<file path="config.mk">
export PLATFORM = sky130hd
export DESIGN_NAME = dps_top
export DESIGN_NICKNAME = d
export VERILOG_FILES = /design/src/hdl/dps_pkg.sv /design/src/hdl/dps_start_if.sv /design/src/hdl/dps_top.sv /design/src/hdl/dps_start.sv /design/src/hdl/dps_chain.sv
export SDC_FILE = /design/constraint.sdc
export NUM_CORES = 1
export LEC_CHECK = 0
export ABC_AREA = 1
export ABC_CLOCK_PERIOD_IN_PS = 3300
export BUFFER_PORTS_ARGS = -buffer_cell sky130_fd_sc_hd__buf_2
export CORE_ASPECT_RATIO = 0.7
export CORE_MARGIN = 3
export CORE_UTILIZATION = 25
export CTS_CLUSTER_DIAMETER = 30
export DETAILED_ROUTE_END_ITERATION = 10
export GPL_TIMING_DRIVEN = 0
export PLACE_DENSITY_LB_ADDON = 0.12
export SLEW_MARGIN = 0
export SYNTH_ARGS = -nofsm -noshare
export SYNTH_HDL_FRONTEND = slang
export SYNTH_SLANG_ARGS = --single-unit
</file>
<file path="constraint.sdc">
create_clock -name i_clk_sys -period 3.3 [get_ports i_clk_sys]
set_input_delay 0.165 -clock i_clk_sys [delete_from_list [all_inputs] [get_ports i_clk_sys]]
set_output_delay 0.165 -clock i_clk_sys [all_outputs]
set_load 0.005 [all_outputs]
</file>
<file path="src/hdl/dps_pkg.sv">
// dps_pkg: constants shared by the disk port decode and start glue.
// assumes a single 50 MHz system clock and a plain register port.
package dps_pkg;
    localparam int unsigned CLK_PERIOD_NS    = 20;
    localparam int unsigned PHI2_PERIOD_NS   = 250;
    localparam int unsigned PHI2_DIV_CYCLES  = (PHI2_PERIOD_NS + CLK_PERIOD_NS - 1) / CLK_PERIOD_NS;
    localparam int unsigned TIMER_TIME_US    = 12;
    localparam int unsigned TIMER_PHI2_TICKS = TIMER_TIME_US * 1000 / PHI2_PERIOD_NS;
    localparam logic [7:0]  PORT_LOW_ADDR    = 8'he0;
    localparam logic [7:0]  PORT_HIGH_ADDR   = 8'he1;
    localparam logic [7:0]  PORT_DEC_MASK    = 8'hfe;
    localparam logic [3:0]  REG_CTRL         = 4'h0;
    localparam logic [3:0]  REG_STATUS       = 4'h1;
    localparam logic [3:0]  REG_IRQ_STAT     = 4'h2;
    localparam logic [3:0]  REG_IRQ_MASK     = 4'h3;
    localparam logic [3:0]  REG_EXT_ADDR     = 4'h4;
    localparam logic [3:0]  REG_CMD          = 4'h5;
    localparam int unsigned CTRL_MODE_N_BIT  = 0;
    localparam int unsigned CTRL_WRITE_BIT   = 1;
    localparam int unsigned CTRL_PORTA0_BIT  = 2;
    localparam int unsigned CTRL_ARM_BIT     = 3;
    localparam logic [7:0]  CTRL_RESET       = 8'h01;
    localparam logic [7:0]  MASK_RESET       = 8'h00;
    localparam int unsigned CMD_READ_GATE    = 0;
    localparam int unsigned CMD_WRITE_GATE   = 1;
    localparam int unsigned IRQ_GATE_BIT     = 0;
    localparam int unsigned IRQ_GO_BIT       = 1;
    localparam int unsigned IRQ_BITS         = 2;
    localparam int unsigned NUM_SOURCES      = 3;
endpackage

</file>
<file path="src/hdl/dps_start_if.sv">
// dps_start_if: start sequencer handshake between top and start module.
// assumes one clock domain; top drives the mode and tick, start module answers.
`timescale 1ns/10ps
interface dps_start_if;
    logic mode_n;
    logic phi2_tick;
    logic terminal;
    logic gate_on;
    logic go;
    modport top   (output mode_n, output phi2_tick, output terminal, input gate_on, input go);
    modport start (input mode_n, input phi2_tick, input terminal, output gate_on, output go);
endinterface

</file>
<file path="src/hdl/dps_top.sv">
// dps_top: port decode, command/status bus, formatter start and interrupt chain.
// assumes host address and strobes synchronous to i_clk_sys; chain in pulled high.
`timescale 1ns/10ps
module dps_top #(
    parameter int unsigned TIMER_TICKS = dps_pkg::TIMER_PHI2_TICKS,
    parameter int unsigned PHI2_DIV    = dps_pkg::PHI2_DIV_CYCLES
) (
    input  wire logic       i_clk_sys,
    input  wire logic       i_nrst,
    input  wire logic [7:0] i_host_addr,
    input  wire logic [7:0] i_host_data,
    input  wire logic       i_port_block_select_n,
    input  wire logic       i_host_rd_n,
    input  wire logic       i_chain_priority_in,
    input  wire logic       i_dma_irq,
    input  wire logic       i_counter_timer_chip_irq,
    input  wire logic       i_parallel_io_chip_irq,
    input  wire logic [3:0] i_reg_addr,
    input  wire logic [7:0] i_reg_wdata,
    input  wire logic       i_reg_wr,
    input  wire logic       i_reg_rd,
    output logic [7:0]      o_reg_rdata,
    output logic [7:0]      o_ext_addr,
    output logic [7:0]      o_drive_cmd,
    output logic            o_status_buf_en,
    output logic            o_read_from_disk,
    output logic            o_write_to_disk,
    output logic            o_transfer_mode_n,
    output logic            o_formatter_go,
    output logic            o_formatter_en,
    output logic            o_bus_int_n,
    output logic            o_chain_priority_out,
    output logic            o_irq
);
    dps_start_if sif ();

    logic [7:0] ctrl_q, ctrl_d;
    logic [7:0] ext_q, ext_d;
    logic [7:0] cmd_q, cmd_d;
    localparam int unsigned IRQ_BITS_W = dps_pkg::IRQ_BITS;
    logic [IRQ_BITS_W-1:0] ist_q, ist_d;
    logic [IRQ_BITS_W-1:0] imask_q, imask_d;
    logic [7:0] rdata_q, rdata_d;
    logic [7:0] div_q, div_d;
    logic [15:0] tmr_q, tmr_d;
    logic       tmr_run_q, tmr_run_d;
    logic       rd_prev_q, rd_prev_d;
    logic       gate_prev_q, go_prev_q;
    logic       phi2_tick, terminal, rd_fall, decode_en, porta0, mode_n;
    logic       sel_low, sel_high;

    function automatic logic port_hit(input logic [7:0] a, input logic [7:0] p);
        port_hit = ((a & dps_pkg::PORT_DEC_MASK) == (p & dps_pkg::PORT_DEC_MASK));
    endfunction

    assign mode_n    = ctrl_q[dps_pkg::CTRL_MODE_N_BIT];
    assign porta0    = ctrl_q[dps_pkg::CTRL_PORTA0_BIT];
    assign decode_en = !i_port_block_select_n
                     && port_hit(i_host_addr, dps_pkg::PORT_LOW_ADDR);
    assign sel_low   = decode_en && !i_host_addr[0];
    assign sel_high  = decode_en && i_host_addr[0];
    // strobe edge stands in for the latch clock; keeps one clock domain
    assign rd_fall   = rd_prev_q && !i_host_rd_n;
    assign phi2_tick = (div_q == 8'(PHI2_DIV - 1));
    assign terminal  = tmr_run_q && phi2_tick && (tmr_q == 16'h0001);

    always_comb begin
        ctrl_d    = ctrl_q;
        ext_d     = ext_q;
        cmd_d     = cmd_q;
        imask_d   = imask_q;
        ist_d     = ist_q;
        rdata_d   = 8'h00;
        rd_prev_d = i_host_rd_n;
        div_d     = phi2_tick ? 8'h00 : 8'(div_q + 8'h01);
        tmr_d     = tmr_q;
        tmr_run_d = tmr_run_q;
        if (sel_low && rd_fall) begin
            ext_d = i_host_data;
        end
        if (sel_high && rd_fall && porta0) begin
            cmd_d = i_host_data;
        end
        // timer restarts whenever software arms it while in transfer mode
        if (mode_n) begin
            tmr_run_d = 1'b0;
        end else if (i_reg_wr && i_reg_addr == dps_pkg::REG_CTRL
                     && i_reg_wdata[dps_pkg::CTRL_ARM_BIT]) begin
            tmr_run_d = 1'b1;
            tmr_d     = 16'(TIMER_TICKS);
        end else if (tmr_run_q && phi2_tick) begin
            tmr_d = 16'(tmr_q - 16'h0001);
            if (tmr_q == 16'h0001) begin
                tmr_run_d = 1'b0;
            end
        end
        if (i_reg_wr) begin
            case (i_reg_addr)
                dps_pkg::REG_CTRL:     ctrl_d  = i_reg_wdata & 8'h07;
                dps_pkg::REG_IRQ_STAT: ist_d   = ist_q & ~i_reg_wdata[IRQ_BITS_W-1:0];
                dps_pkg::REG_IRQ_MASK: imask_d = i_reg_wdata[IRQ_BITS_W-1:0];
                default:               ;
            endcase
        end
        // set after clear so a same-cycle event survives
        if (sif.gate_on && !gate_prev_q) begin
            ist_d[dps_pkg::IRQ_GATE_BIT] = 1'b1;
        end
        if (sif.go && !go_prev_q) begin
            ist_d[dps_pkg::IRQ_GO_BIT] = 1'b1;
        end
        if (i_reg_rd) begin
            case (i_reg_addr)
                dps_pkg::REG_CTRL:     rdata_d = ctrl_q;
                dps_pkg::REG_STATUS:   rdata_d = {4'h0, tmr_run_q, sif.go, sif.gate_on, mode_n};
                dps_pkg::REG_IRQ_STAT: rdata_d = {6'h00, ist_q};
                dps_pkg::REG_IRQ_MASK: rdata_d = {6'h00, imask_q};
                dps_pkg::REG_EXT_ADDR: rdata_d = ext_q;
                dps_pkg::REG_CMD:      rdata_d = cmd_q;
                default:               rdata_d = 8'h00;
            endcase
        end
    end

    always_ff @(posedge i_clk_sys) begin
        if (!i_nrst) begin
            ctrl_q      <= dps_pkg::CTRL_RESET;
            ext_q       <= 8'h00;
            cmd_q       <= 8'h00;
            ist_q       <= '0;
            imask_q     <= '0;
            rdata_q     <= 8'h00;
            rd_prev_q   <= 1'b1;
            div_q       <= 8'h00;
            tmr_q       <= 16'h0000;
            tmr_run_q   <= 1'b0;
            gate_prev_q <= 1'b0;
            go_prev_q   <= 1'b0;
        end else begin
            ctrl_q      <= ctrl_d;
            ext_q       <= ext_d;
            cmd_q       <= cmd_d;
            ist_q       <= ist_d;
            imask_q     <= imask_d;
            rdata_q     <= rdata_d;
            rd_prev_q   <= rd_prev_d;
            div_q       <= div_d;
            tmr_q       <= tmr_d;
            tmr_run_q   <= tmr_run_d;
            gate_prev_q <= sif.gate_on;
            go_prev_q   <= sif.go;
        end
    end

    assign sif.mode_n    = mode_n;
    assign sif.phi2_tick = phi2_tick;
    assign sif.terminal  = terminal;

    dps_start u_start (
        .i_clk_sys (i_clk_sys),
        .i_nrst    (i_nrst),
        .s         (sif)
    );

    dps_chain #(.N(dps_pkg::NUM_SOURCES)) u_chain (
        .i_chain_in  (i_chain_priority_in),
        .i_pending   ({i_dma_irq, i_counter_timer_chip_irq, i_parallel_io_chip_irq}),
        .o_chain_out (o_chain_priority_out),
        .o_grant     ()
    );

    assign o_reg_rdata       = rdata_q;
    assign o_ext_addr        = ext_q;
    // gate bits only reach the drive while the start flop is set
    always_comb begin
        o_drive_cmd = cmd_q;
        o_drive_cmd[dps_pkg::CMD_READ_GATE]  = cmd_q[dps_pkg::CMD_READ_GATE] & sif.gate_on;
        o_drive_cmd[dps_pkg::CMD_WRITE_GATE] = cmd_q[dps_pkg::CMD_WRITE_GATE] & sif.gate_on;
    end
    assign o_status_buf_en   = sel_high && i_host_rd_n && porta0;
    assign o_write_to_disk   = !mode_n && ctrl_q[dps_pkg::CTRL_WRITE_BIT];
    assign o_read_from_disk  = !mode_n && !ctrl_q[dps_pkg::CTRL_WRITE_BIT];
    assign o_transfer_mode_n = mode_n;
    assign o_formatter_go    = sif.go;
    assign o_formatter_en    = o_write_to_disk || (o_read_from_disk && sif.go);
    assign o_bus_int_n       = !(i_dma_irq || i_counter_timer_chip_irq
                                 || i_parallel_io_chip_irq);
    assign o_irq             = |(ist_q & imask_q);
endmodule

</file>
<file path="src/hdl/dps_start.sv">
// dps_start: two-stage formatter start sequencer.
// assumes phi2_tick is a one-cycle pulse per host phase-2 edge.
`timescale 1ns/10ps
module dps_start (
    input  wire logic  i_clk_sys,
    input  wire logic  i_nrst,
    dps_start_if.start s
);
    logic first_q, first_d;
    logic second_q, second_d;

    always_comb begin
        first_d  = first_q;
        second_d = second_q;
        if (s.mode_n) begin
            first_d  = 1'b0;
            second_d = 1'b0;
        end else begin
            if (s.terminal) begin
                first_d = 1'b1;
            end
            if (s.phi2_tick) begin
                second_d = first_q;
            end
        end
    end

    always_ff @(posedge i_clk_sys) begin
        if (!i_nrst) begin
            first_q  <= 1'b0;
            second_q <= 1'b0;
        end else begin
            first_q  <= first_d;
            second_q <= second_d;
        end
    end

    assign s.gate_on = first_q;
    assign s.go      = second_q;
endmodule

</file>
<file path="src/hdl/dps_chain.sv">
// dps_chain: on-board interrupt priority chain of three sources.
// assumes source 0 highest; pending inputs are levels from each source.
`timescale 1ns/10ps
module dps_chain #(
    parameter int unsigned N = 3
) (
    input  wire logic         i_chain_in,
    input  wire logic [N-1:0] i_pending,
    output logic              o_chain_out,
    output logic [N-1:0]      o_grant
);
    logic [N:0] link;
    assign link[0] = i_chain_in;
    genvar g;
    generate
        for (g = 0; g < N; g++) begin : g_stage
            assign o_grant[g]  = link[g] & i_pending[g];
            assign link[g+1]   = link[g] & ~i_pending[g];
        end
    endgenerate
    assign o_chain_out = link[N];
endmodule

</file>
# ---- Yosys cells after proc, flatten, opt, wreduce, memory -nomap -nowiden
# Cells that the tools add are included.
# Widths: inputs -> output; s select.
dict set report classes {
  add_sub_neg 2
  n_eq_ne 8
  muxes 10
  bitwise 13
  reduce_logical 46
}
# operator count
set op_table {}
lappend op_table {{$pmux 8 s6} 1}
lappend op_table {{$mux 16} 2}
lappend op_table {{$logic_and 1x1->1} 18}
lappend op_table {{$eq 16x1->1 const B} 1}
lappend op_table {{$sub 16x1->16 const B} 1}
lappend op_table {{$reduce_and 2->1} 7}
lappend op_table {{$reduce_bool 2->1} 6}
lappend op_table {{$add 8x1->8 const B} 1}
lappend op_table {{$eq 4x2->1 const B} 2}
lappend op_table {{$eq 4x3->1 const B} 2}
lappend op_table {{$eq 8x4->1 const B} 1}
lappend op_table {{$logic_not 1->1} 8}
lappend op_table {{$eq 7x7->1 const B} 1}
lappend op_table {{$reduce_or 2->1} 3}
lappend op_table {{$and 1x1->1} 5}
lappend op_table {{$mux 1} 5}
lappend op_table {{$not 1->1} 5}
lappend op_table {{$and 2x2->2} 2}
lappend op_table {{$eq 4x1->1 const B} 1}
lappend op_table {{$logic_not 4->1} 1}
lappend op_table {{$mux 2} 2}
lappend op_table {{$logic_or 1x1->1} 3}
lappend op_table {{$not 2->2} 1}
dict set report word_totals {
  reg_bits 61
  inputBits 38
  out_inout_bits 33
  elab_cells 94
}

# ---- Logic depth before layout (Yosys ltp)
dict set report logic_depth {
  depth_word 5
  mapped_depth 10
}

# ---- Cells and area by module
# Synthesis repeated with hierarchy kept, for this count alone.
dict set report unflattened {
  cells_unflattened 449
  hier_area_um2 3074.2
}
# module n_inst cells_each area_per_inst_um2
set by_module_without_submodules {}
lappend by_module_without_submodules {dps_top 1 426 2951.6}
lappend by_module_without_submodules {dps_start 1 13 83.8}
lappend by_module_without_submodules {dps_chain 1 10 38.8}

# ---- Worst setup path before layout
# Ideal clock, no wire load.
dict set report synth_path {
  kind {register to register}
  start {register tmr_q[0]}
  end {register tmr_q[12]}
  t_arrival_ps 1367
  t_required_ps 3236
  setup_slack_ps 1869
  stages_incl_launch_ff 11
  period_less_slack_ps 1431
  cell_sequence {dfxtp_1 > inv_1 > ha_1 > inv_1 > nor2_2 > nand2_1 > nor2_2 > nand4_1 > nand2_1 > inv_1 > nor2_1}
}
dict set report synth_via {
  elab_chain_cells 3
}
# item line_no
set synth_lines {}
lappend synth_lines {{start: declaration} dps_top.sv:45} ;# logic [15:0] tmr_q, tmr_d;
lappend synth_lines {{start signal: assignment} dps_top.sv:148} ;# tmr_q <= tmr_d;
lappend synth_lines {{$sub 16x1->16} dps_top.sv:92} ;# tmr_d = 16'(tmr_q - 16'h0001);
lappend synth_lines {{$mux 16} dps_top.sv:91} ;# end else if (tmr_run_q && phi2_tick) begin
lappend synth_lines {{$mux 16} dps_top.sv:87} ;# end else if (i_reg_wr && i_reg_addr == dps_pkg::REG_CTRL
# No other way between the ends. The select of a mux whose other input is x is not followed.
# A chain may end at the register's enable or synchronous reset.

# ---- Final worst setup path
# Ends and elaborated chain as after synthesis.

==> results.md <==
- CTS hold repair buffers: 0
- Vias in the first global route: 2790
- Relative max-transition margin: 61.8%
- Final core occ: around 33%
- Fmax: roughly 600 MHz
- IO Pins: 71
- Number of synthesized flops with an enable pin: 0
- WHS: approximately 0.056 ns
- Initial DRC count: 152
- Switching power: 0.000388 W
- Post-CTS Setup Bufs: 0
- Core area: 0.0118 sq mm
- Syn Area/Cell: 7.07 sq um
- Clk Latency, worst-skew pair: 0.33 ns
- Critical Path RT: 3.56 ns
- # port buffers: 66
- CTS root buf: clkbuf_16
- Kind of critical path: flip-flop to flip-flop
- Max Cap Violations: 0
- Mapped Nets: 474
- Startpoint Class: flip-flop
- Clock Pin Slew Worst Setup and Hold Paths: 0.05 ns
- Worst vdd ir: 0.320 mV
- Initial core utilization: roughly a quarter
- Pwr Density: 456 mW/mm^2
- CTS tree: done
- Die Ht: 98.5 um
- Hold Crit Class: input pin to flip-flop
- Leakage: 1.77 nW
- GPL Wtd Cong: 0.803
- Cells after synthesis: 432
- Met2 WL: 3270 um
- Largest area contributor in the netlist: dfxtp_1
- Most used DFF post-synth: dfxtp_1
- # nets final: between 500 and 600
- Share of power burned in registers: 42.3%
- Synth unique cells: 39
- Final min period: 1.71 ns
- Most frequent cell after synthesis: inv_1
- Placed cell count: ~660
- Register area share after synthesis: 40.0%
- Largest net degree at the start of global routing: 11
- Ys Warns: 0
- P_int: ~0.0014 W
- Max stage delay on crit path: 0.34 ns
- Setup_tns: 0 ns
- Total gr overflow: 0
- #FFs+latches synth: 61
- Skew final: about 0.0048 ns
- GRT Util Overall: between 10% and 20%
- CTS H-tree depth: 3
- Gate power share: approximately 4.8%
- FFs w/ async S/R, synth: 0%
- CP Capture Type: flip-flop
- Crit path max fanout: 6
- Dpl hpwl: 6460 um
- Die area: 0.0136 sq mm
- Switching share of power: about 22%
- Endpoints failing setup: 0
- Cell Rows: 33
- Ant diodes: 0
- Cts repair resizes: 0
- Drt first pass iters: 4
- Final Max Slew Viols: 0
- Mapped Area: around 0.0031 sq mm
- Avg Vias per Cell: 4.33
- Post-DRT Antenna Nets: 0
- Clock Path Buffers: 2
- WL met3: 473 um
- Initial antenna violation count: 0
- Metal-1 WL: 4400 um
- Top-area cell type share of the netlist area: 40.0%
- Slew @ Worst Pin: between 0.5 and 0.6 ns
- First-pass GRT wire length: between 10000 and 15000 um
- WL/cell: about 12 um
- Most Frequent Cell on Critical Path: inv_1
- Top routing layer in use: met4
- Finished Layout Cells: 671
- Outcome: completed
- Die Width: 138 um
- Clock Sinks: 61
- Crit path arrival time: about 2 ns
- Ranking of synthesized cells by area: dfxtp_1 40%, inv_1 9.7%, nand2_1 9.2%
- Hold Violations, Final: 0
- DRC Markers: 0
- Total Wirelength: 8240 um
- RSZ-0062 raised after global routing: false
- CP cell instances: inv_1, ha_1, inv_1, nor2_2, nand2_1, nor2_2, nand4_1, nand2_1, inv_1, nor2_1
- Area Growth Syn to Fin: 26.9%
- DR vias: 2906
- Fin crit share: 51.7%
- Clock share of power: 52.9%
- Share of post-route cells with drive strength above 1: between 20 and 25%
- Inserted Clock Buffers: 9
- Slowest cell on the critical path: dfxtp_1
- Commonest cells post-synth: 79 x inv_1, 75 x nand2_1, 72 x nor2_1
-- power groups by stage --
stage	registers, W	clock network [W]	logic, W
floorplan	0.000762	0	0.0000413
finish	0.000748	0.000934	0.0000846
CTS	0.000748	0.000963	0.0000853
detailed placement	0.000764	0	0.0000850
global placement	0.000763	0	0.0000844
global route	0.000749	0.000995	0.0000957
-- cells in the final DEF, fill, tap and decap left out, types with 2 or more instances in the layout --
master      synthesis  layout
a21oi_1            18      18
dfxtp_1            61      61
ha_1                4       4
nor2_4              2       2
nand2_2             3       3
o21ai_0            10      10
clkinvlp_4          0       2
nor3_1             10      10
o22ai_1             5       5
nand4_1            12      12
nor2_1             72      72
xor2_1              2       2
a21oi_2             4       4
nand3_1            19      19
clkbuf_16           0       9
clkbuf_1            4       7
nand4_2             2       2
buf_4               6       6
nand2_1            75      75
nor2_2              3       3
buf_2               1      67
nand3_2             4       4
a211oi_1           16      16
inv_2               4       4
inv_1              79      79
-- worst max-delay path, delay by kind of cell, from the launching register on --
family | cells | cell delay [ns]
fa+ha+maj | 1 | 0.22
flops | 1 | 0.34
buf+inv | 3 | 0.21
simple gates | 6 | 0.86
-- final timing paths --
kind	from	cells after the start	end	slack, ns
setup reg to reg	tmr_q[0]$_SDFFE_PN0P_	10	tmr_q[12]$_SDFFE_PN0P_	1.59
setup / recovery	tmr_q[0]$_SDFFE_PN0P_	10	tmr_q[12]$_SDFFE_PN0P_	1.59
hold / removal	i_host_rd_n	3	rd_prev_q$_SDFF_PN1_	0.06
hold reg to reg	go_prev_q$_SDFF_PN0_	1	ist_q[1]$_SDFFE_PN0P_	0.42
-- registers in the layout, indices dropped and copies added (netlist names) --
name               count
u_start.s.gate_on      1
imask_q                2
rd_prev_q              1
o_ext_addr             8
ctrl_q                 3
go_prev_q              1
u_start.s.go           1
tmr_q                 16
o_reg_rdata            8
ist_q                  2
div_q                  8
tmr_run_q              1
cmd_q                  8
gate_prev_q            1
-- per-layer routing --
layer  vias to the layer above  track usage, %
met4                         0            4.10
met1                      1292            19.0
met2                        69            17.3
met3                         9            3.88
met5                         -               0
li1                       1536               -
-- area by class of cell --
class                           count  area, sq um
Sequential cell                    61         1220
Inverter                           83          312
Clock inverter                      3         45.0
Tap cell                          157          196
Clock buffer                       13          250
Buffer                             12         85.1
Fill cell                        1333         7930
Multi-Input combinational cell    276         1440
Timing Repair Buffer               66          330
-- logic make-up (layout without fill, tap and decap cells) --
logic type | after synthesis | in the layout | share of synthesized area, %
adders and majority gates | 4 | 4 | 1.64
DFF | 61 | 61 | 40.0
AOI/OAI and AO/OA | 60 | 60 | 12.5
and+or+nand+nor | 209 | 209 | 32.0
xor gates and xnor gates | 3 | 3 | 0.861
buffers and inverters | 95 | 177 | 13.0
-- through the flow --
stage | power [W] | worst slack [ns] | instance area [sq um]
finish | 0.00177 | 1.59 | 3870
CTS | 0.00180 | 1.57 | 3870
global placement | 0.000848 | 1.61 | 3580
detailed placement | 0.000849 | 1.59 | 3580
global route | 0.00184 | 1.36 | 3870
floorplan | 0.000804 | 1.87 | 3050
Note: power is estimated with default switching activity, not from simulation.
